## src/verilog/gate_opt_pkg.sv

```systemverilog
// constants, register map and carrier types of the gate option block
// assumes a 100 MHz system clock and an AXI4-Lite master with 8-bit addresses
package gate_opt_pkg;
  localparam int unsigned CLK_NS = 10;
  localparam int unsigned HALF_SEC_NS = 500000000;
  localparam int unsigned HALF_SEC_CYCLES = HALF_SEC_NS / CLK_NS;
  localparam int unsigned ENTER_HOLD_S = 2;
  localparam logic [2:0] ENTER_HALVES = 3'(2 * ENTER_HOLD_S + 1);
  localparam logic [7:0] OFF_CTRL = 8'h00;
  localparam logic [7:0] OFF_TIMES = 8'h04;
  localparam logic [7:0] OFF_CMD = 8'h08;
  localparam logic [7:0] OFF_STATUS = 8'h0c;
  localparam logic [7:0] OFF_CYCLES = 8'h10;
  localparam logic [7:0] OFF_MAINT = 8'h14;
  // CTRL fields
  localparam int BIT_RADIO = 0;
  localparam int BIT_ATG = 1;
  localparam int BIT_PAIR = 2;
  localparam int BIT_STAG_CLOSE = 3;
  localparam int POS_MOTOR = 4;
  localparam int POS_MSEL = 8;
  // TIMES fields
  localparam int POS_MID = 0;
  localparam int POS_STAG = 8;
  // CMD bits
  localparam int CMD_RESTORE = 0;
  localparam int CMD_CLR_MAINT = 1;
  localparam int CMD_LEARN = 2;
  localparam int CMD_DEL_ONE = 3;
  localparam int CMD_DEL_ALL = 4;
  localparam int CMD_ELEARN = 5;
  localparam int CMD_EDEL_ONE = 6;
  localparam int CMD_EDEL_ALL = 7;
  localparam int CMD_EMODE_STOP = 8;
  localparam logic RADIO_DEFAULT = 1'b1;
  localparam logic [1:0] MSEL_DEFAULT = 2'h1;
  localparam logic [2:0] MOTOR_DEFAULT = 3'h0;
  localparam logic [2:0] MOTOR_LAST = 3'h5;
  localparam logic [6:0] SECS_MAX = 7'h63;
  localparam logic [14:0] THR_5K = 15'h1388;
  localparam logic [14:0] THR_10K = 15'h2710;
  localparam logic [14:0] THR_15K = 15'h3a98;
  localparam logic [14:0] THR_25K = 15'h61a8;
  localparam logic [5:0] ACCESS_MAX = 6'h28;
  localparam logic [1:0] EDGE_MAX = 2'h2;
  localparam logic [1:0] RESP_OKAY = 2'h0;
  localparam logic [1:0] RESP_SLVERR = 2'h2;

  typedef enum logic [6:0] {
    ST_CLOSED = 7'h01, ST_OPEN_DLY = 7'h02, ST_OPENING = 7'h04, ST_HALTED = 7'h08,
    ST_CLOSE_DLY = 7'h10, ST_CLOSING = 7'h20, ST_SHADOW_STOP = 7'h40
  } gate_st_t;

  typedef struct packed {
    logic fire_dept, open_btn, close_btn, stop_btn, enter_btn, show_cycles, shadow_loop;
    logic reverse_loop, close_obstr, open_limit, close_limit, auto_close, peer_act, peer_ok, peer_dual;
  } gate_pins_t;

  typedef struct packed {
    logic awvalid; logic [7:0] awaddr; logic wvalid; logic [31:0] wdata; logic [3:0] wstrb;
    logic bready; logic arvalid; logic [7:0] araddr; logic rready;
  } axi_m2s_t;

  typedef struct packed {
    logic awready; logic wready; logic bvalid; logic [1:0] bresp;
    logic arready; logic rvalid; logic [31:0] rdata; logic [1:0] rresp;
  } axi_s2m_t;

  typedef struct packed {
    logic radio_en, atg, paired, stag_close;
    logic [2:0] motor;
    logic [1:0] msel;
    logic [6:0] mid, stag;
  } cfg_t;

  typedef struct packed {
    gate_pins_t s1, s2, prev;
    gate_st_t gst;
    logic [25:0] div;
    logic half, blink, full_req, scroll_half, due;
    logic [7:0] tcnt;
    logic [2:0] enter_cnt;
    logic [1:0] pair;
    logic [23:0] cycles;
    logic [14:0] maint;
    logic [7:0] disp;
    cfg_t cfg;
    logic [5:0] acc_cnt;
    logic [1:0] edge_cnt, edge_stop;
    logic aw_got, w_got;
    logic [7:0] aw_addr;
    logic [31:0] wdata;
    logic [3:0] wstrb;
    axi_s2m_t ax;
  } opt_state_t;
endpackage : gate_opt_pkg

```

## src/verilog/gate_options.sv

```systemverilog
// gate operator option logic: counters, mid-travel, anti-tailgate, radio gating, pairing
// assumes pins are asynchronous, radio decoder pulses and the AXI master share clk_sys
//
// Design decisions made here: the address map and register access over AXI4-Lite.
`timescale 1ns/1ps
`default_nettype none

module gate_options #(
  parameter int unsigned HALF_CYCLES = gate_opt_pkg::HALF_SEC_CYCLES
) (
  input wire logic clk_sys,
  input wire logic rst_n,
  input wire gate_opt_pkg::axi_m2s_t axi_in,
  output gate_opt_pkg::axi_s2m_t axi_out,
  input wire gate_opt_pkg::gate_pins_t pins,
  input wire logic radio_access,
  input wire logic radio_edge,
  input wire logic radio_edge_idx,
  input wire logic nv_load,
  input wire logic [23:0] nv_cycles_in,
  input wire logic [14:0] nv_maint_in,
  output logic [23:0] nv_cycles_out,
  output logic [14:0] nv_maint_out,
  output logic motor_open,
  output logic motor_close,
  output logic [2:0] motor_type,
  output logic service_due_lamp,
  output logic [7:0] disp_digits,
  output logic peer_act_out,
  output logic peer_dual_out,
  output logic peer_link
);
  gate_opt_pkg::opt_state_t st_r, st_nxt;
  gate_opt_pkg::gate_pins_t s, p;
  logic paired_act, link_fail, fire, open_cmd, close_cmd, stop_cmd, edge_rev, edge_stop;
  logic clr_abs, clr_maint, thr_exceed, aw_hs, w_hs, ar_hs, mid_on, stag_on, close_go;
  logic [14:0] thr;
  logic [31:0] rd_word, merged, mask;
  logic rd_ok;

  function automatic logic [23:0] bcd_inc(input logic [23:0] v);
    logic [23:0] r;
    logic c;
    r = v;
    c = 1'b1;
    for (int i = 0; i < 6; i++)
    begin
      if (c)
      begin
        if (r[i*4 +: 4] == 4'h9)
        begin
          r[i*4 +: 4] = 4'h0;
        end
        else
        begin
          r[i*4 +: 4] = r[i*4 +: 4] + 4'h1;
          c = 1'b0;
        end
      end
    end
    return c ? v : r;  // saturate at 999999 rather than wrap
  endfunction : bcd_inc

  function automatic gate_opt_pkg::cfg_t cfg_defaults(input logic [2:0] motor);
    gate_opt_pkg::cfg_t c;
    c = '0;
    c.radio_en = gate_opt_pkg::RADIO_DEFAULT;
    c.msel = gate_opt_pkg::MSEL_DEFAULT;
    c.motor = motor;
    return c;
  endfunction : cfg_defaults

  always_comb
  begin
    s = st_r.s2;
    p = st_r.prev;
    paired_act = st_r.cfg.paired & s.peer_dual;
    link_fail = paired_act & ~s.peer_ok;
    fire = s.fire_dept;
    edge_rev = radio_edge & st_r.cfg.radio_en & ({1'b0, radio_edge_idx} < st_r.edge_cnt)
      & ~st_r.edge_stop[radio_edge_idx];
    edge_stop = radio_edge & st_r.cfg.radio_en & ({1'b0, radio_edge_idx} < st_r.edge_cnt)
      & st_r.edge_stop[radio_edge_idx];
    open_cmd = (s.open_btn & ~p.open_btn) | (paired_act & s.peer_act & ~p.peer_act)
      | (radio_access & st_r.cfg.radio_en & (st_r.acc_cnt != 6'h0));
    close_cmd = (s.close_btn & ~p.close_btn) | (s.auto_close & ~p.auto_close);
    stop_cmd = (s.stop_btn & ~p.stop_btn) | edge_stop;
    mid_on = (st_r.cfg.mid != 7'h0) & ~paired_act;
    stag_on = paired_act & (st_r.cfg.stag != 7'h0);
    close_go = close_cmd | (st_r.cfg.atg & p.shadow_loop & ~s.shadow_loop);
    case (st_r.cfg.msel)
      2'h0: thr = gate_opt_pkg::THR_5K;
      2'h1: thr = gate_opt_pkg::THR_10K;
      2'h2: thr = gate_opt_pkg::THR_15K;
      default: thr = gate_opt_pkg::THR_25K;
    endcase
    thr_exceed = st_r.maint > thr;
    clr_abs = s.show_cycles & s.enter_btn & st_r.half
      & (st_r.enter_cnt == gate_opt_pkg::ENTER_HALVES - 3'h1);
    aw_hs = axi_in.awvalid & st_r.ax.awready;
    w_hs = axi_in.wvalid & st_r.ax.wready;
    ar_hs = axi_in.arvalid & st_r.ax.arready;
    for (int i = 0; i < 4; i++)
    begin
      mask[i*8 +: 8] = {8{st_r.wstrb[i]}};
    end
    rd_ok = 1'b1;
    case (axi_in.araddr & 8'hfc)
      gate_opt_pkg::OFF_CTRL: rd_word = 32'({st_r.cfg.msel, 1'b0, st_r.cfg.motor, st_r.cfg.stag_close,
        st_r.cfg.paired, st_r.cfg.atg, st_r.cfg.radio_en});
      gate_opt_pkg::OFF_TIMES: rd_word = 32'({1'b0, st_r.cfg.stag, 1'b0, st_r.cfg.mid});
      gate_opt_pkg::OFF_CMD: rd_word = 32'h0;
      gate_opt_pkg::OFF_STATUS: rd_word = 32'({peer_link, link_fail,
        (st_r.edge_cnt != 2'h0) & st_r.cfg.radio_en, (st_r.edge_cnt < gate_opt_pkg::EDGE_MAX) & st_r.cfg.radio_en,
        (st_r.acc_cnt != 6'h0) & st_r.cfg.radio_en, (st_r.acc_cnt < gate_opt_pkg::ACCESS_MAX) & st_r.cfg.radio_en,
        st_r.due, st_r.edge_cnt, st_r.acc_cnt});
      gate_opt_pkg::OFF_CYCLES: rd_word = 32'(st_r.cycles);
      gate_opt_pkg::OFF_MAINT: rd_word = 32'(st_r.maint);
      default:
      begin
        rd_word = 32'h0;
        rd_ok = 1'b0;
      end
    endcase
  end

  always_comb
  begin
    st_nxt = st_r;
    st_nxt.s1 = pins;
    st_nxt.s2 = st_r.s1;
    st_nxt.prev = st_r.s2;
    st_nxt.half = (st_r.div == 26'(HALF_CYCLES - 1));
    st_nxt.div = st_nxt.half ? 26'h0 : st_r.div + 26'h1;
    if (st_r.half)
    begin
      st_nxt.blink = ~st_r.blink;
      st_nxt.tcnt = (st_r.tcnt == 8'hff) ? st_r.tcnt : st_r.tcnt + 8'h1;
    end
    clr_maint = 1'b0;
    merged = 32'h0;
    // gate motion; fire overrides link failure and mid-travel
    case (st_r.gst)
      gate_opt_pkg::ST_CLOSED:
      begin
        st_nxt.tcnt = 8'h0;
        st_nxt.full_req = fire;
        if (fire)
          st_nxt.gst = gate_opt_pkg::ST_OPENING;
        else if (open_cmd && !link_fail)
          st_nxt.gst = (stag_on && !st_r.cfg.stag_close) ? gate_opt_pkg::ST_OPEN_DLY : gate_opt_pkg::ST_OPENING;
      end
      gate_opt_pkg::ST_OPEN_DLY:
      begin
        if (fire || (st_r.half && st_r.tcnt + 8'h1 >= {st_r.cfg.stag, 1'b0}))
        begin
          st_nxt.gst = gate_opt_pkg::ST_OPENING;
          st_nxt.tcnt = 8'h0;
          st_nxt.full_req = fire;
        end
        else if (stop_cmd || link_fail)
          st_nxt.gst = gate_opt_pkg::ST_CLOSED;
      end
      gate_opt_pkg::ST_OPENING:
      begin
        st_nxt.full_req = st_r.full_req | fire;
        if (s.open_limit)
          st_nxt.gst = gate_opt_pkg::ST_HALTED;
        else if (!fire && (stop_cmd || link_fail))
          st_nxt.gst = gate_opt_pkg::ST_HALTED;
        else if (mid_on && !st_r.full_req && !fire && st_r.tcnt >= {st_r.cfg.mid, 1'b0})
        begin
          if (s.open_btn)
            st_nxt.full_req = 1'b1;
          else
            st_nxt.gst = gate_opt_pkg::ST_HALTED;
        end
      end
      gate_opt_pkg::ST_HALTED:
      begin
        st_nxt.tcnt = 8'h0;
        if (fire && !s.open_limit)
        begin
          st_nxt.gst = gate_opt_pkg::ST_OPENING;
          st_nxt.full_req = 1'b1;
        end
        else if (!fire && !link_fail && open_cmd && !s.open_limit)
        begin
          st_nxt.gst = gate_opt_pkg::ST_OPENING;
          st_nxt.full_req = 1'b1;
        end
        else if (!fire && !link_fail && close_go && !s.shadow_loop)
          st_nxt.gst = (stag_on && st_r.cfg.stag_close) ? gate_opt_pkg::ST_CLOSE_DLY : gate_opt_pkg::ST_CLOSING;
      end
      gate_opt_pkg::ST_CLOSE_DLY:
      begin
        if (fire)
        begin
          st_nxt.gst = gate_opt_pkg::ST_OPENING;
          st_nxt.full_req = 1'b1;
        end
        else if (stop_cmd || link_fail)
          st_nxt.gst = gate_opt_pkg::ST_HALTED;
        else if (st_r.half && st_r.tcnt + 8'h1 >= {st_r.cfg.stag, 1'b0})
          st_nxt.gst = gate_opt_pkg::ST_CLOSING;
      end
      gate_opt_pkg::ST_CLOSING, gate_opt_pkg::ST_SHADOW_STOP:
      begin
        if (st_r.gst == gate_opt_pkg::ST_CLOSING && s.close_limit)
        begin
          st_nxt.gst = gate_opt_pkg::ST_CLOSED;
          st_nxt.cycles = bcd_inc(st_r.cycles);
          st_nxt.maint = (st_r.maint == 15'h7fff) ? st_r.maint : st_r.maint + 15'h1;
        end
        else if (fire || s.close_obstr || s.reverse_loop || edge_rev)
        begin
          st_nxt.gst = gate_opt_pkg::ST_OPENING;
          st_nxt.tcnt = 8'h0;
          st_nxt.full_req = 1'b1;
        end
        else if (stop_cmd || link_fail)
          st_nxt.gst = gate_opt_pkg::ST_HALTED;
        else if (st_r.cfg.atg && s.shadow_loop)
          st_nxt.gst = gate_opt_pkg::ST_SHADOW_STOP;
        else
          st_nxt.gst = gate_opt_pkg::ST_CLOSING;
      end
      default: st_nxt.gst = gate_opt_pkg::ST_HALTED;
    endcase
    // cycle display and clearing
    if (s.show_cycles)
    begin
      if (st_r.half)
      begin
        st_nxt.scroll_half = ~st_r.scroll_half;
        if (st_r.scroll_half)
          st_nxt.pair = (st_r.pair == 2'h2) ? 2'h0 : st_r.pair + 2'h1;
      end
      case (st_r.pair)
        2'h0: st_nxt.disp = st_r.cycles[23:16];
        2'h1: st_nxt.disp = st_r.cycles[15:8];
        default: st_nxt.disp = st_r.cycles[7:0];
      endcase
    end
    else
    begin
      st_nxt.pair = 2'h0;
      st_nxt.scroll_half = 1'b0;
      st_nxt.disp = 8'h0;
    end
    if (!(s.show_cycles && s.enter_btn))
      st_nxt.enter_cnt = 3'h0;
    else if (st_r.half && st_r.enter_cnt != gate_opt_pkg::ENTER_HALVES)
      st_nxt.enter_cnt = st_r.enter_cnt + 3'h1;
    if (clr_abs)
      st_nxt.cycles = 24'h0;
    // bus write, one at a time; both halves may arrive in either order
    st_nxt.ax.awready = ~st_nxt.aw_got & ~st_nxt.ax.bvalid;
    if (aw_hs)
    begin
      st_nxt.aw_got = 1'b1;
      st_nxt.aw_addr = axi_in.awaddr;
    end
    if (w_hs)
    begin
      st_nxt.w_got = 1'b1;
      st_nxt.wdata = axi_in.wdata;
      st_nxt.wstrb = axi_in.wstrb;
    end
    if (st_r.ax.bvalid && axi_in.bready)
      st_nxt.ax.bvalid = 1'b0;
    if (st_r.aw_got && st_r.w_got)
    begin
      st_nxt.aw_got = 1'b0;
      st_nxt.w_got = 1'b0;
      st_nxt.ax.bvalid = 1'b1;
      st_nxt.ax.bresp = gate_opt_pkg::RESP_OKAY;
      case (st_r.aw_addr & 8'hfc)
        gate_opt_pkg::OFF_CTRL:
        begin
          merged = (32'({st_r.cfg.msel, 1'b0, st_r.cfg.motor, st_r.cfg.stag_close, st_r.cfg.paired, st_r.cfg.atg,
            st_r.cfg.radio_en}) & ~mask) | (st_r.wdata & mask);
          st_nxt.cfg.radio_en = merged[gate_opt_pkg::BIT_RADIO];
          st_nxt.cfg.atg = merged[gate_opt_pkg::BIT_ATG];
          st_nxt.cfg.paired = merged[gate_opt_pkg::BIT_PAIR];
          st_nxt.cfg.stag_close = merged[gate_opt_pkg::BIT_STAG_CLOSE];
          st_nxt.cfg.msel = merged[gate_opt_pkg::POS_MSEL +: 2];
          if (merged[gate_opt_pkg::POS_MOTOR +: 3] <= gate_opt_pkg::MOTOR_LAST)
            st_nxt.cfg.motor = merged[gate_opt_pkg::POS_MOTOR +: 3];
        end
        gate_opt_pkg::OFF_TIMES:
        begin
          merged = (32'({1'b0, st_r.cfg.stag, 1'b0, st_r.cfg.mid}) & ~mask) | (st_r.wdata & mask);
          if (merged[gate_opt_pkg::POS_MID +: 7] <= gate_opt_pkg::SECS_MAX)
            st_nxt.cfg.mid = merged[gate_opt_pkg::POS_MID +: 7];
          if (merged[gate_opt_pkg::POS_STAG +: 7] <= gate_opt_pkg::SECS_MAX)
            st_nxt.cfg.stag = merged[gate_opt_pkg::POS_STAG +: 7];
        end
        gate_opt_pkg::OFF_CMD:
        begin
          merged = st_r.wdata & mask;
          if (merged[gate_opt_pkg::CMD_RESTORE])
            st_nxt.cfg = cfg_defaults(st_r.cfg.motor);
          clr_maint = merged[gate_opt_pkg::CMD_CLR_MAINT];
          if (st_r.cfg.radio_en)
          begin
            if (merged[gate_opt_pkg::CMD_LEARN] && st_r.acc_cnt < gate_opt_pkg::ACCESS_MAX)
              st_nxt.acc_cnt = st_r.acc_cnt + 6'h1;
            else if (merged[gate_opt_pkg::CMD_DEL_ALL])
              st_nxt.acc_cnt = 6'h0;
            else if (merged[gate_opt_pkg::CMD_DEL_ONE] && st_r.acc_cnt != 6'h0)
              st_nxt.acc_cnt = st_r.acc_cnt - 6'h1;
            if (merged[gate_opt_pkg::CMD_ELEARN] && st_r.edge_cnt < gate_opt_pkg::EDGE_MAX)
            begin
              st_nxt.edge_stop[st_r.edge_cnt[0]] = merged[gate_opt_pkg::CMD_EMODE_STOP];
              st_nxt.edge_cnt = st_r.edge_cnt + 2'h1;
            end
            else if (merged[gate_opt_pkg::CMD_EDEL_ALL])
              st_nxt.edge_cnt = 2'h0;
            else if (merged[gate_opt_pkg::CMD_EDEL_ONE] && st_r.edge_cnt != 2'h0)
              st_nxt.edge_cnt = st_r.edge_cnt - 2'h1;
          end
        end
        default: st_nxt.ax.bresp = gate_opt_pkg::RESP_SLVERR;
      endcase
    end
    st_nxt.ax.awready = ~st_nxt.aw_got & ~st_nxt.ax.bvalid;
    st_nxt.ax.wready = ~st_nxt.w_got & ~st_nxt.ax.bvalid;
    if (st_r.ax.rvalid && axi_in.rready)
      st_nxt.ax.rvalid = 1'b0;
    if (ar_hs)
    begin
      st_nxt.ax.rvalid = 1'b1;
      st_nxt.ax.rdata = rd_word;
      st_nxt.ax.rresp = rd_ok ? gate_opt_pkg::RESP_OKAY : gate_opt_pkg::RESP_SLVERR;
    end
    st_nxt.ax.arready = ~st_nxt.ax.rvalid;
    if (clr_maint)
      st_nxt.maint = 15'h0;
    if (nv_load)
    begin
      st_nxt.cycles = nv_cycles_in;
      st_nxt.maint = nv_maint_in;
    end
    // a new excess wins over a clear in the same cycle
    if (clr_abs)
      st_nxt.due = 1'b0;
    if (thr_exceed)
      st_nxt.due = 1'b1;
  end

  always_ff @(posedge clk_sys)
  begin
    if (!rst_n)
    begin
      st_r <= '0;
      st_r.gst <= gate_opt_pkg::ST_CLOSED;
      st_r.cfg <= cfg_defaults(gate_opt_pkg::MOTOR_DEFAULT);
    end
    else
      st_r <= st_nxt;
  end

  assign axi_out = st_r.ax;
  assign nv_cycles_out = st_r.cycles;
  assign nv_maint_out = st_r.maint;
  assign motor_open = (st_r.gst == gate_opt_pkg::ST_OPENING);
  assign motor_close = (st_r.gst == gate_opt_pkg::ST_CLOSING);
  assign motor_type = st_r.cfg.motor;
  assign service_due_lamp = st_r.due;
  assign disp_digits = st_r.disp;
  assign peer_act_out = (st_r.gst == gate_opt_pkg::ST_OPEN_DLY) | motor_open;
  assign peer_dual_out = st_r.cfg.paired;
  assign peer_link = link_fail ? st_r.blink : paired_act;
endmodule : gate_options

`default_nettype wire

```

## config.mk

```make
export PLATFORM = sky130hd
export DESIGN_NAME = gate_options
export DESIGN_NICKNAME = d
export VERILOG_FILES = /design/src/verilog/gate_opt_pkg.sv /design/src/verilog/gate_options.sv
export SDC_FILE = /design/constraint.sdc
export NUM_CORES = 1
export LEC_CHECK = 0
export BUFFER_PORTS_ARGS = -buffer_cell sky130_fd_sc_hd__buf_2
export CORE_MARGIN = 1
export CORE_UTILIZATION = 50
export DETAILED_ROUTE_END_ITERATION = 16
export PLACE_DENSITY = 0.73
export SYNTH_ARGS = -nofsm -noshare
export SYNTH_HDL_FRONTEND = slang
export SYNTH_SLANG_ARGS = --single-unit
```

## constraint.sdc

```tcl
create_clock -name clk_sys -period 3.8 [get_ports clk_sys]
set_input_delay 0.76 -clock clk_sys [delete_from_list [all_inputs] [get_ports clk_sys]]
set_output_delay 0.76 -clock clk_sys [all_outputs]
set_load 0.005 [all_outputs]
```

Word-level counts from Yosys, hierarchy flattened. Index checks and enable logic that the tools add are counted.

Bits of input ports: 117. Bits in latches: 0. Memory bits (writable): 0. Memories kept: 0. Word-level logic and storage cells: 409. Register bits: 235. ROM bits: 0. Output and inout bits: 97.

Equality and inequality tests: 45. $add $sub $neg: 15. Div/mod/pow operators: 0. $lt $le $gt $ge: 12. Reduce and logical (&&, ||, !) cells: 84. Mux-type cells: 115. Bitwise gates (word level): 60. Shifts and indexed selects: 0. Multiply operators: 0.

Operator list (count): $mux W7 (20); $pmux W24 S5 (1); $mux W39 (3); $mux W24 (2); $mux W1 (46); $pmux W15 S3 (1); $mux W4 (11); $reduce_and A4 Y1 (11); $pmux W7 S6 (1); $mux W8 (5); $mux W35 (1); $reduce_bool A3 Y1 (11); $and A1 B1 Y1 (30); $and A15 B15 Y15 (2); $mux W15 (2); $pmux W14 S2 (1); $add A26 B1 Y26 const B (1); $eq A26 B26 Y1 const B (1); $logic_and A1 B1 Y1 (26); $add A4 B1 Y4 const B (6); $eq A4 B4 Y1 const B (6); $mux W6 (4); $pmux W8 S3 (1); $mux W23 (1); 62 further kinds (137).

Longest topological paths before layout. Gate-level depths: netlist of run 1.

Word-level depth: 24. Mapped depth: 12. Mapped depth without buffers: 12.

Worst setup path before layout of run 1. No wires, ideal clock.

Path kind: flip-flop to flip-flop. Start: reg st_r[174] (netlist bit). End: reg st_r[211] (netlist bit). Arrival time: 2.672 ns. Library setup time: 0.122 ns. Path slack: 1.006 ns. Clock period less this slack: 2.794 ns. Buffers on the path: 0. Cell stages (with the launch flop): 13. Data required time: 3.678 ns. Cell sequence: dfxtp_1 and3_1 nand3_1 nor2_1 xor2_1 ha_1 a21oi_1 a31oi_1 a41oi_1 a32oi_1 o22ai_1 a21oi_1 a311o_1.

Word-level cells in the longest chain between the ends: 6. Elaborated cells on any way between the ends: 12. Classes of those cells: add/sub: 1; order compare: 2; eq/ne: 3; mux: 2; reduce/logical: 4.

Ends and longest elaborated chain: start, declared (line gate_options.sv:33) `gate_opt_pkg::opt_state_t st_r, st_nxt;`; start signal, assigned (line gate_options.sv:361) `st_r <= st_nxt;`; $add A8 B1 Y8 (line gate_options.sv:155, gate_options.sv:204); $ge A8 B8 Y1 (line gate_options.sv:155, gate_options.sv:204); $logic_and A1 B1 Y1 (line gate_options.sv:155, gate_options.sv:204); $logic_or A1 B1 Y1 (line gate_options.sv:155) `if (fire || (st_r.half && st_r.tcnt + 8'h1 >= {st_r.cfg.stag, 1'b0}))`; $ne A3 B3 Y1 (no line) or $mux W7 (tied branches); $reduce_and A6 Y1 (no line) or $pmux W7 S6 (tied branches).

Parallel ways exist; a longest one is shown, timed or not. A chain may end at the register's enable or synchronous reset.

Final worst setup path of run 1. Same ends and word-level chain as after synthesis.

==> results.cfg, run 1 <==
[floorplanning]
die_w_um = 157
die_area_um2 = 24500
die_y_um = 157
core_um2 = 23500
rows = 56
io_pins = 214
initial_core_util = 0.509

[placed_design]
hpwl_um = 23200
dp_worst_setup_slack_ns = 0.593
port_buffers = 180
routabilityCongestion = 0.901

[global_route]
overflow = 0
grt_pass1_vias = 9649
antenna_found_initial = 0
grt_start_max_net_pins = 67
grt_pass1_wl_um = 49800
track_usage = 0.254

[cts]
cts_resized = 0
cts_tree = done
htreeDepth = 1
clk_pin_slew_ns = 0.06
cts_setup_buffers = 0
cts_made_buffers = 25
numClockSinks = 223
clk_latency_ns = 0.53
root_buffer = clkbuf_16
ctsHoldBuffers = 0
clock_path_buffers = 3

[timing]
fin_tns_setup_ns = 0
fmax_ghz = 0.304
finalSetupViolations = 0
rsz0062_at_grt = no
fin_crit_ns = 3.29
hold_violations = 0
final_max_slew_viol_count = 0
slew_headroom = 0.354
clock_skew_ns = 0.0314
fin_crit_sh = 0.867
worst_pin_slew_ns = 0.969
worst_slack_ns = 0.507

[critical_path]
worstSetupEndpointType = register
criticalPathCategory = reg2reg
critPathLaunchType = register
rr_worst_depth = 12
cp_max_fo = 5
crit_required_ns = 4.19
arrival_ns = 3.69

[synth]
synth.avg_cell_area_um2 = 8.22
synth-seq-cells = 223
synth_area_um2 = 11900
synthArstFlopShare = 0
synth_cells = 1452
ys_dominant_reg_cell = dfxtp_1
ys_warn_count = 0
synth-edff-count = 0
ys_seq_area_frac = 0.374
synthDistinctLibCells = 91

[power_and_ir_drop]
leakagePower_nw = 5.43
combPwrFrac = 0.117
powerDensity_nw_per_um2 = 440
switchingPower_mw = 1.49
power_frac_clock = 0.444
finalPower_mw = 5.85
ir_drop_uv = 341
switching_share = 0.254
intPower_mw = 4.36
sequentialPowerShare = 0.439

[finish]
area_growth_pct = 11.3
nNetsFinal = 1688
layout_common_cells = 223 x dfxtp_1, 180 x buf_2, 151 x nand2_1, 151 x nor2_1, 138 x a21oi_1
drive_gt1_frac = 0.187
n_antenna_cell = 0
layout_commonest_cell = dfxtp_1

[detailed_routing]
post_drt_wl_per_cell_um = 17.1
viasPerCell = 5.70
first_pass_iters = 9
drc = 0
via_count = 10600
ant_nets = 0
drtIter0Drc = 808
drt-total-wl_um = 31700

[min_path]
hold_class = reg2reg
holdPathStages = 1

[flow_run]
maxCapViolCount = 0

[run_status]
status = finished, final reports clean
power by group through the flow:
| stage | logic (mW) | clock network, mW | registers [mW] |
|---|---|---|---|
| after floorplan | 0.545 | 0 | 2.56 |
| after detailed placement | 0.676 | 0 | 2.61 |
| after global routing | 0.754 | 2.73 | 2.58 |
| final | 0.684 | 2.60 | 2.56 |
| after global placement | 0.664 | 0 | 2.61 |
| after CTS | 0.681 | 2.64 | 2.56 |
logic make-up after synthesis:
group	Yosys count	share of synthesized area
adder cells (fa/ha/maj)	52	0.0545
flip-flops	223	0.374
multiplexers	23	0.0201
other	1	0.000314
AO/OA/AOI/OAI	343	0.194
buffers and inverters	217	0.0995
AND/OR/NAND/NOR	550	0.226
XOR/XNOR	43	0.0315
worst max-delay path: stages, from the launching register on:
cell     delay (ns)
dfxtp_1        0.42
and3_1         0.24
nand3_1        0.16
nor2_1         0.16
xor2_1         0.21
ha_1           0.30
a21oi_1        0.16
a31oi_1        0.09
a41oi_1        0.41
a32oi_1        0.20
o22ai_1        0.40
a21oi_1        0.08
a311o_1        0.33
final cells by class:
class | count | area, µm²
Inverter | 57 | 215
Clock buffer | 35 | 743
Multi-Input combinational cell | 1021 | 6330
Timing Repair Buffer | 191 | 983
Clock inverter | 10 | 156
Tap cell | 319 | 399
Sequential cell | 223 | 4460
Fill cell | 2168 | 10200
sequential cells by signal, summed over array words and instances (netlist names):
signal,count
axi_out,31
st_r,102
st_nxt,15
mask,2
peer_dual_out,1
p,6
nv_maint_out,15
s,14
fire,1
disp_digits,8
service_due_lamp,1
motor_type,3
nv_cycles_out,24
per-stage QoR:
step,util,std cells,hold WS (ns),cell area [µm²]
5_1_grt,0.566,1856,0.442,13300
2_1_floorplan,-,1461,0.412,12000
6_report,0.566,1856,0.429,13300
3_5_place_dp,0.528,1811,0.418,12400
4_1_cts,0.566,1856,0.436,13300
3_3_place_gp,0.528,1811,0.419,12400
per-layer routing:
layer / up-vias / GRT usage / part of all wire
li1: 5176 / - / -
met3: 46 / 0.0366 / 0.073
met4: 0 / 0.0915 / 0.024
met5: - / 0 / 0
met1: 4953 / 0.334 / 0.44
met2: 409 / 0.424 / 0.46
cells in the mapped netlist, types with 4 or more instances:
library cell | count | share of area
and2_1 | 49 | 0.026
nor2b_1 | 7 | 0.0037
buf_4 | 92 | 0.058
xor2_1 | 23 | 0.017
dfxtp_1 | 223 | 0.37
nor4_1 | 7 | 0.0037
a222oi_1 | 12 | 0.010
o21ai_0 | 40 | 0.017
and3_1 | 13 | 0.0068
nand3_1 | 56 | 0.023
xnor2_1 | 20 | 0.015
nor2_1 | 151 | 0.047
o221a_2 | 6 | 0.0057
a31oi_1 | 18 | 0.0094
or3_1 | 5 | 0.0026
inv_1 | 56 | 0.018
a22oi_1 | 5 | 0.0031
nor3_2 | 4 | 0.0034
mux2_2 | 8 | 0.0075
mux2i_1 | 15 | 0.013
nor3b_1 | 7 | 0.0044
a221oi_1 | 16 | 0.012
a21oi_1 | 138 | 0.058
nor3_1 | 34 | 0.014
nand3b_1 | 5 | 0.0031
nand4_1 | 17 | 0.0089
ha_1 | 52 | 0.054
buf_2 | 10 | 0.0042
nand2_1 | 151 | 0.047
nor2_2 | 6 | 0.0031
clkbuf_1 | 52 | 0.016
a211oi_1 | 35 | 0.022
a22o_1 | 12 | 0.0088
nand2b_1 | 9 | 0.0047
a21o_1 | 7 | 0.0044
o22ai_1 | 4 | 0.0021
path summary, 6_finish.rpt:
check,startpoint,endpoint,slack [ns]
setup / recovery,st_r[174],st_r[211],0.51
hold reg to reg,st_nxt[233],s[0],0.43
hold / removal,st_nxt[233],s[0],0.43
setup reg to reg,st_r[174],st_r[211],0.51
(Power assumes the default switching activity.)
==> run 2, diff against run 1 <==
Settings changed: GPL_TIMING_DRIVEN set to 0, PLACE_DENSITY 0.73 to unset, PLACE_DENSITY_LB_ADDON set to 0.05.
Clock period 3.8 ns to 2.9 ns, I/O delays scaled along.
==> run 2 against run 1 <==
The run now ends with DRC left. Clock-buffer cell count fell by 3. Global-route usage is 4.1 points higher. First-iteration DRC count fell by 0.87%. Flip-flop and latch count unchanged. Total power is 33% higher. Sequential power is 31% higher. Highest routed layer is now met5. Wire length up 15%. Register-to-register slack got worse by 0.43 ns.
==> results.cfg, run 2 (synthesized netlist as in run 1, its figures left out) <==
[critical_path]
crit_required_ns = 3.31
worstSetupEndpointType = register
rr_worst_depth = 12
worst-path-stages = 12
r2r_slack_ns = 0.08
slowest_stage = dfxtp_4
arrival_ns = 3.23
criticalPathCategory = reg2reg
critPathTopFamily = compound AO/OA/AOI/OAI gates
crit_chain = and3_4, nand3_4, nor2_4, xor2_2, ha_1, a21oi_2, a31oi_1, a41oi_2, a32oi_2, o22ai_2, a21oi_1, a311o_1
cp_max_fo = 5
timing.rr.end = st_r[211]
cp-endpoint = st_r[211]
critPathBufInv = 0
critPathLaunchType = register
cp_slowest_stage_delay_ns = 0.38
cp-startpoint = st_r[174]
regToRegStartpoint = st_r[174]

[finish]
regMostFlops = st_r
layout_commonest_cell = dfxtp_1
area_growth_pct = 19.5
stdcell_area_um2 = 14300
layout_common_cells = 220 x dfxtp_1, 188 x buf_2, 151 x nand2_1
n_antenna_cell = 0
nNetsFinal = 1842
largest_reg_flops = 102
drive_gt1_frac = 0.237

[timing]
hold_violations = 0
finalSetupViolations = 0
slew_headroom = 0.306
worst_slack_ns = 0.0814
clock_skew_ns = 0.0216
fin_crit_ns = 2.82
fin_crit_sh = 0.972
fmax_ghz = 0.355
worst_pin_slew_ns = 1.04
fin_tns_setup_ns = 0
final_max_slew_viol_count = 0

[cts]
clk_pin_slew_ns = 0.07
clock_path_buffers = 3
htreeDepth = 1
cts_made_buffers = 25
root_buffer = clkbuf_16
clk_latency_ns = 0.55
ctsHoldBuffers = 0
numClockSinks = 223
cts_tree = done

[floorplanning]
die_y_um = 157
die_w_um = 157
die_area_um2 = 24500
core_um2 = 23500
initial_core_util = 0.509
rows = 56
io_pins = 214

[detailed_routing]
drc = 1
first_pass_iters = 12
ant_nets = 0
post_drt_wl_per_cell_um = 18.2
drtIter0Drc = 801
viasPerCell = 5.59
via_count = 11200
drt-total-wl_um = 36500

[power_and_ir_drop]
ir_drop_uv = 511
leakagePower_nw = 6.00
powerDensity_nw_per_um2 = 545

[min_path]
hold_class = in2reg

[placed_design]
port_buffers = 178
dp_worst_setup_slack_ns = -0.495
placed_cell_area_um2 = 13300
hpwl_um = 27000
routabilityCongestion = 0.929

[flow_run]
maxCapViolCount = 0

[global_route]
grt_start_max_net_pins = 14
track_usage = 0.295
grt_pass1_wl_um = 55900
grt_pass1_vias = 10200
overflow = 0
antenna_found_initial = 1

[run_status]
violations = DRC
status = complete, but fails checks
run 2: per-layer routing:
metal / part of all wire / vias to the layer above / GRT usage
met3: 0.067 / 79 / 0.0363
met4: 0.031 / 2 / 0.0985
li1: - / 5486 / -
met5: 0.00036 / - / 0
met1: 0.44 / 5229 / 0.386
met2: 0.46 / 434 / 0.502
run 2: worst min-delay path by stage:
stage,depth (start not counted),slack (ns),to,from
finish,2,0.24,st_nxt[242],pins[9]
global route,2,0.23,st_nxt[233],pins[0]
CTS,2,0.22,st_nxt[242],pins[9]
detailed placement,1,0.42,s[4],st_nxt[237]
global placement,1,0.42,s[4],st_nxt[237]
floorplan,1,0.41,fire,st_nxt[247]
run 2: area by class of cell:
| type | instances | area, µm² |
|---|---|---|
| clock buffer | 32 | 702 |
| clock inverter | 13 | 159 |
| buffer | 160 | 975 |
| inverter | 57 | 214 |
| multi-input combinational | 1021 | 6410 |
| tap | 319 | 399 |
| timing repair buffer | 185 | 943 |
| sequential | 223 | 4470 |
| fill | 2172 | 9200 |
run 2: power by group:
part	internal [mW]	switching, mW	total (mW)
sequential	3.18	0.172	3.35
clock	1.98	1.35	3.33
combinational	0.510	0.578	1.09
run 2: repair_timing:
action                                  in CTS  in global routing
resized for setup                            6                 16
endpoints found under the setup margin       9                  9
cloned                                       0                  0
pin swaps                                    1                  6
buffers inserted                             3                  4
run 2: per-stage QoR:
| step | std cells | utilization | hold WS, ns | total power, mW |
|---|---|---|---|---|
| 4_1_cts | 2006 | 0.604 | 0.224 | 7.77 |
| 3_5_place_dp | 1958 | 0.565 | 0.418 | 4.43 |
| 6_report | 2010 | 0.608 | 0.238 | 7.77 |
| 3_3_place_gp | 1958 | 0.565 | 0.417 | 4.42 |
| 5_1_grt | 2010 | 0.608 | 0.233 | 8.06 |
| 2_1_floorplan | 1461 | - | 0.412 | 4.06 |
==> run 3, diff against run 2 <==
Settings changed: MAX_ROUTING_LAYER set to met4.
==> run 3 against run 2 <==
Setup slack worse by 0.055 ns. Critical path depth unchanged. Via count up 0.54%. Clock-buffer cell count up 1. Largest power group unchanged. The flow now finishes without violations.
==> results.cfg, run 3 (synthesized netlist as in run 1, its figures left out) <==
[cts]
root_buffer = clkbuf_16
cts_tree = done
clk_latency_ns = 0.54
clk_pin_slew_ns = 0.06
clock_path_buffers = 3
ctsHoldBuffers = 0
cts_made_buffers = 25
htreeDepth = 1
numClockSinks = 223

[global_route]
grt_start_max_net_pins = 14
grt_pass1_vias = 10000
overflow = 0
antenna_found_initial = 0
track_usage = 0.301
grt_pass1_wl_um = 55500

[timing]
finalSetupViolations = 0
fin_tns_setup_ns = 0
fmax_ghz = 0.348
worst_pin_slew_ns = 0.978
fin_crit_ns = 2.87
fin_crit_sh = 0.991
hold_violations = 0
slew_headroom = 0.348
final_max_slew_viol_count = 0
clock_skew_ns = 0.0141

[power_and_ir_drop]
power_frac_clock = 0.431
ir_drop_uv = 455
switchingPower_mw = 2.04
switching_share = 0.262
intPower_mw = 5.74
combPwrFrac = 0.138
sequentialPowerShare = 0.431
leakagePower_nw = 5.98
powerDensity_nw_per_um2 = 547

[critical_path]
critPathLaunchType = register
critPathTopFamily = compound AO/OA/AOI/OAI gates
slowest_stage = dfxtp_4
cp_slowest_stage_delay_ns = 0.38
worstSetupEndpointType = register
critPathBufInv = 0
arrival_ns = 3.29
cp_max_fo = 5
crit_chain = and3_4, nand3_4, nor2_2, xor2_1, ha_1, a21oi_2, a31oi_1, a41oi_2, a32oi_2, o22ai_2, a21oi_1, a311o_1
regToRegStartpoint = st_r[174]
cp-startpoint = st_r[174]
criticalPathCategory = reg2reg
crit_required_ns = 3.31

[finish]
layout_commonest_cell = dfxtp_1
regMostFlops = st_r
largest_reg_flops = 102
n_antenna_cell = 0
fillers = 2163
nNetsFinal = 1838
area_growth_pct = 19.1
layout_common_cells = 220 x dfxtp_1, 188 x buf_2, 151 x nand2_1
drive_gt1_frac = 0.232
multiInputGateArea_um2 = 6390
regArea_um2 = 4470
final_cell_count_no_fill = 2003

[run_status]
status = finished, final reports clean

[detailed_routing]
post_drt_wl_per_cell_um = 18.1
drt-total-wl_um = 36200
drtIter0Drc = 902
ant_nets = 0
drc = 0
via_count = 11300
viasPerCell = 5.64
first_pass_iters = 6

[placed_design]
hpwl_um = 27100
port_buffers = 178
placed_cells = 1958
routabilityCongestion = 0.923

[min_path]
hp-start = pins[14]
hold_class = in2reg

[floorplanning]
initial_core_util = 0.509
die_y_um = 157
io_pins = 214
die_w_um = 157
die_area_um2 = 24500
rows = 56
core_um2 = 23500

[flow_run]
maxCapViolCount = 0
[run 3: final cells by class]
class,instances,area share
Timing Repair Buffer,181,0.0642
Clock inverter,9,0.0113
Inverter,57,0.0150
Multi-Input combinational cell,1021,0.449
Tap cell,319,0.0281
Sequential cell,223,0.314
Buffer,160,0.0685
Clock buffer,33,0.0496
[run 3: stage by stage]
| stage | cell area (µm²) | hold WS (ns) | utilization | setup slack, ns | total power [mW] |
|---|---|---|---|---|---|
| after floorplan | 12000 | 0.412 | - | 0.106 | 4.06 |
| after CTS | 14200 | 0.237 | 0.604 | 0.0132 | 7.78 |
| after global routing | 14200 | 0.240 | 0.606 | -0.0804 | 8.07 |
| after global placement | 13300 | 0.416 | 0.565 | -0.517 | 4.42 |
| final | 14200 | 0.251 | 0.606 | 0.0263 | 7.78 |
| after detailed placement | 13300 | 0.419 | 0.565 | -0.455 | 4.43 |
[run 3: path summary, 6_finish.rpt]
kind	end	slack [ns]	cells after the start
setup reg to reg	st_r[211]	0.03	12
setup / recovery	st_r[211]	0.03	12
hold reg to reg	s[9]	0.43	1
hold / removal	st_nxt[247]	0.25	2
[run 3: timing repair]
action                     CTS  global route
pin swaps                    1             5
buffers inserted             3             0
gates resized for setup      5            13
setup endpoints to repair    9             8
[run 3: layer usage]
layer  vias to the layer above  GRT usage  share of wire
met5                         -          -              0
met2                       449      0.488           0.46
met3                        60     0.0390          0.074
met1                      5299      0.397           0.44
li1                       5483          -              -
met4                         0     0.0738          0.022
[run 3: worst register-to-register path, stage by stage, from the launching register on]
cell and delay, ns:
dfxtp_4 0.38, and3_4 0.22, nand3_4 0.10, nor2_2 0.12, xor2_1 0.21, ha_1 0.31, a21oi_2 0.17, a31oi_1 0.11
a41oi_2 0.29, a32oi_2 0.19, o22ai_2 0.26, a21oi_1 0.07, a311o_1 0.33
[run 3: power by group through the flow]
stage | Clock [mW] | Combinational, mW | Sequential, mW
6_report | 3.35 | 1.08 | 3.35
5_1_grt | 3.52 | 1.18 | 3.37
4_1_cts | 3.38 | 1.05 | 3.35
3_5_place_dp | 0 | 1.01 | 3.42
3_3_place_gp | 0 | 1.01 | 3.41
2_1_floorplan | 0 | 0.714 | 3.35
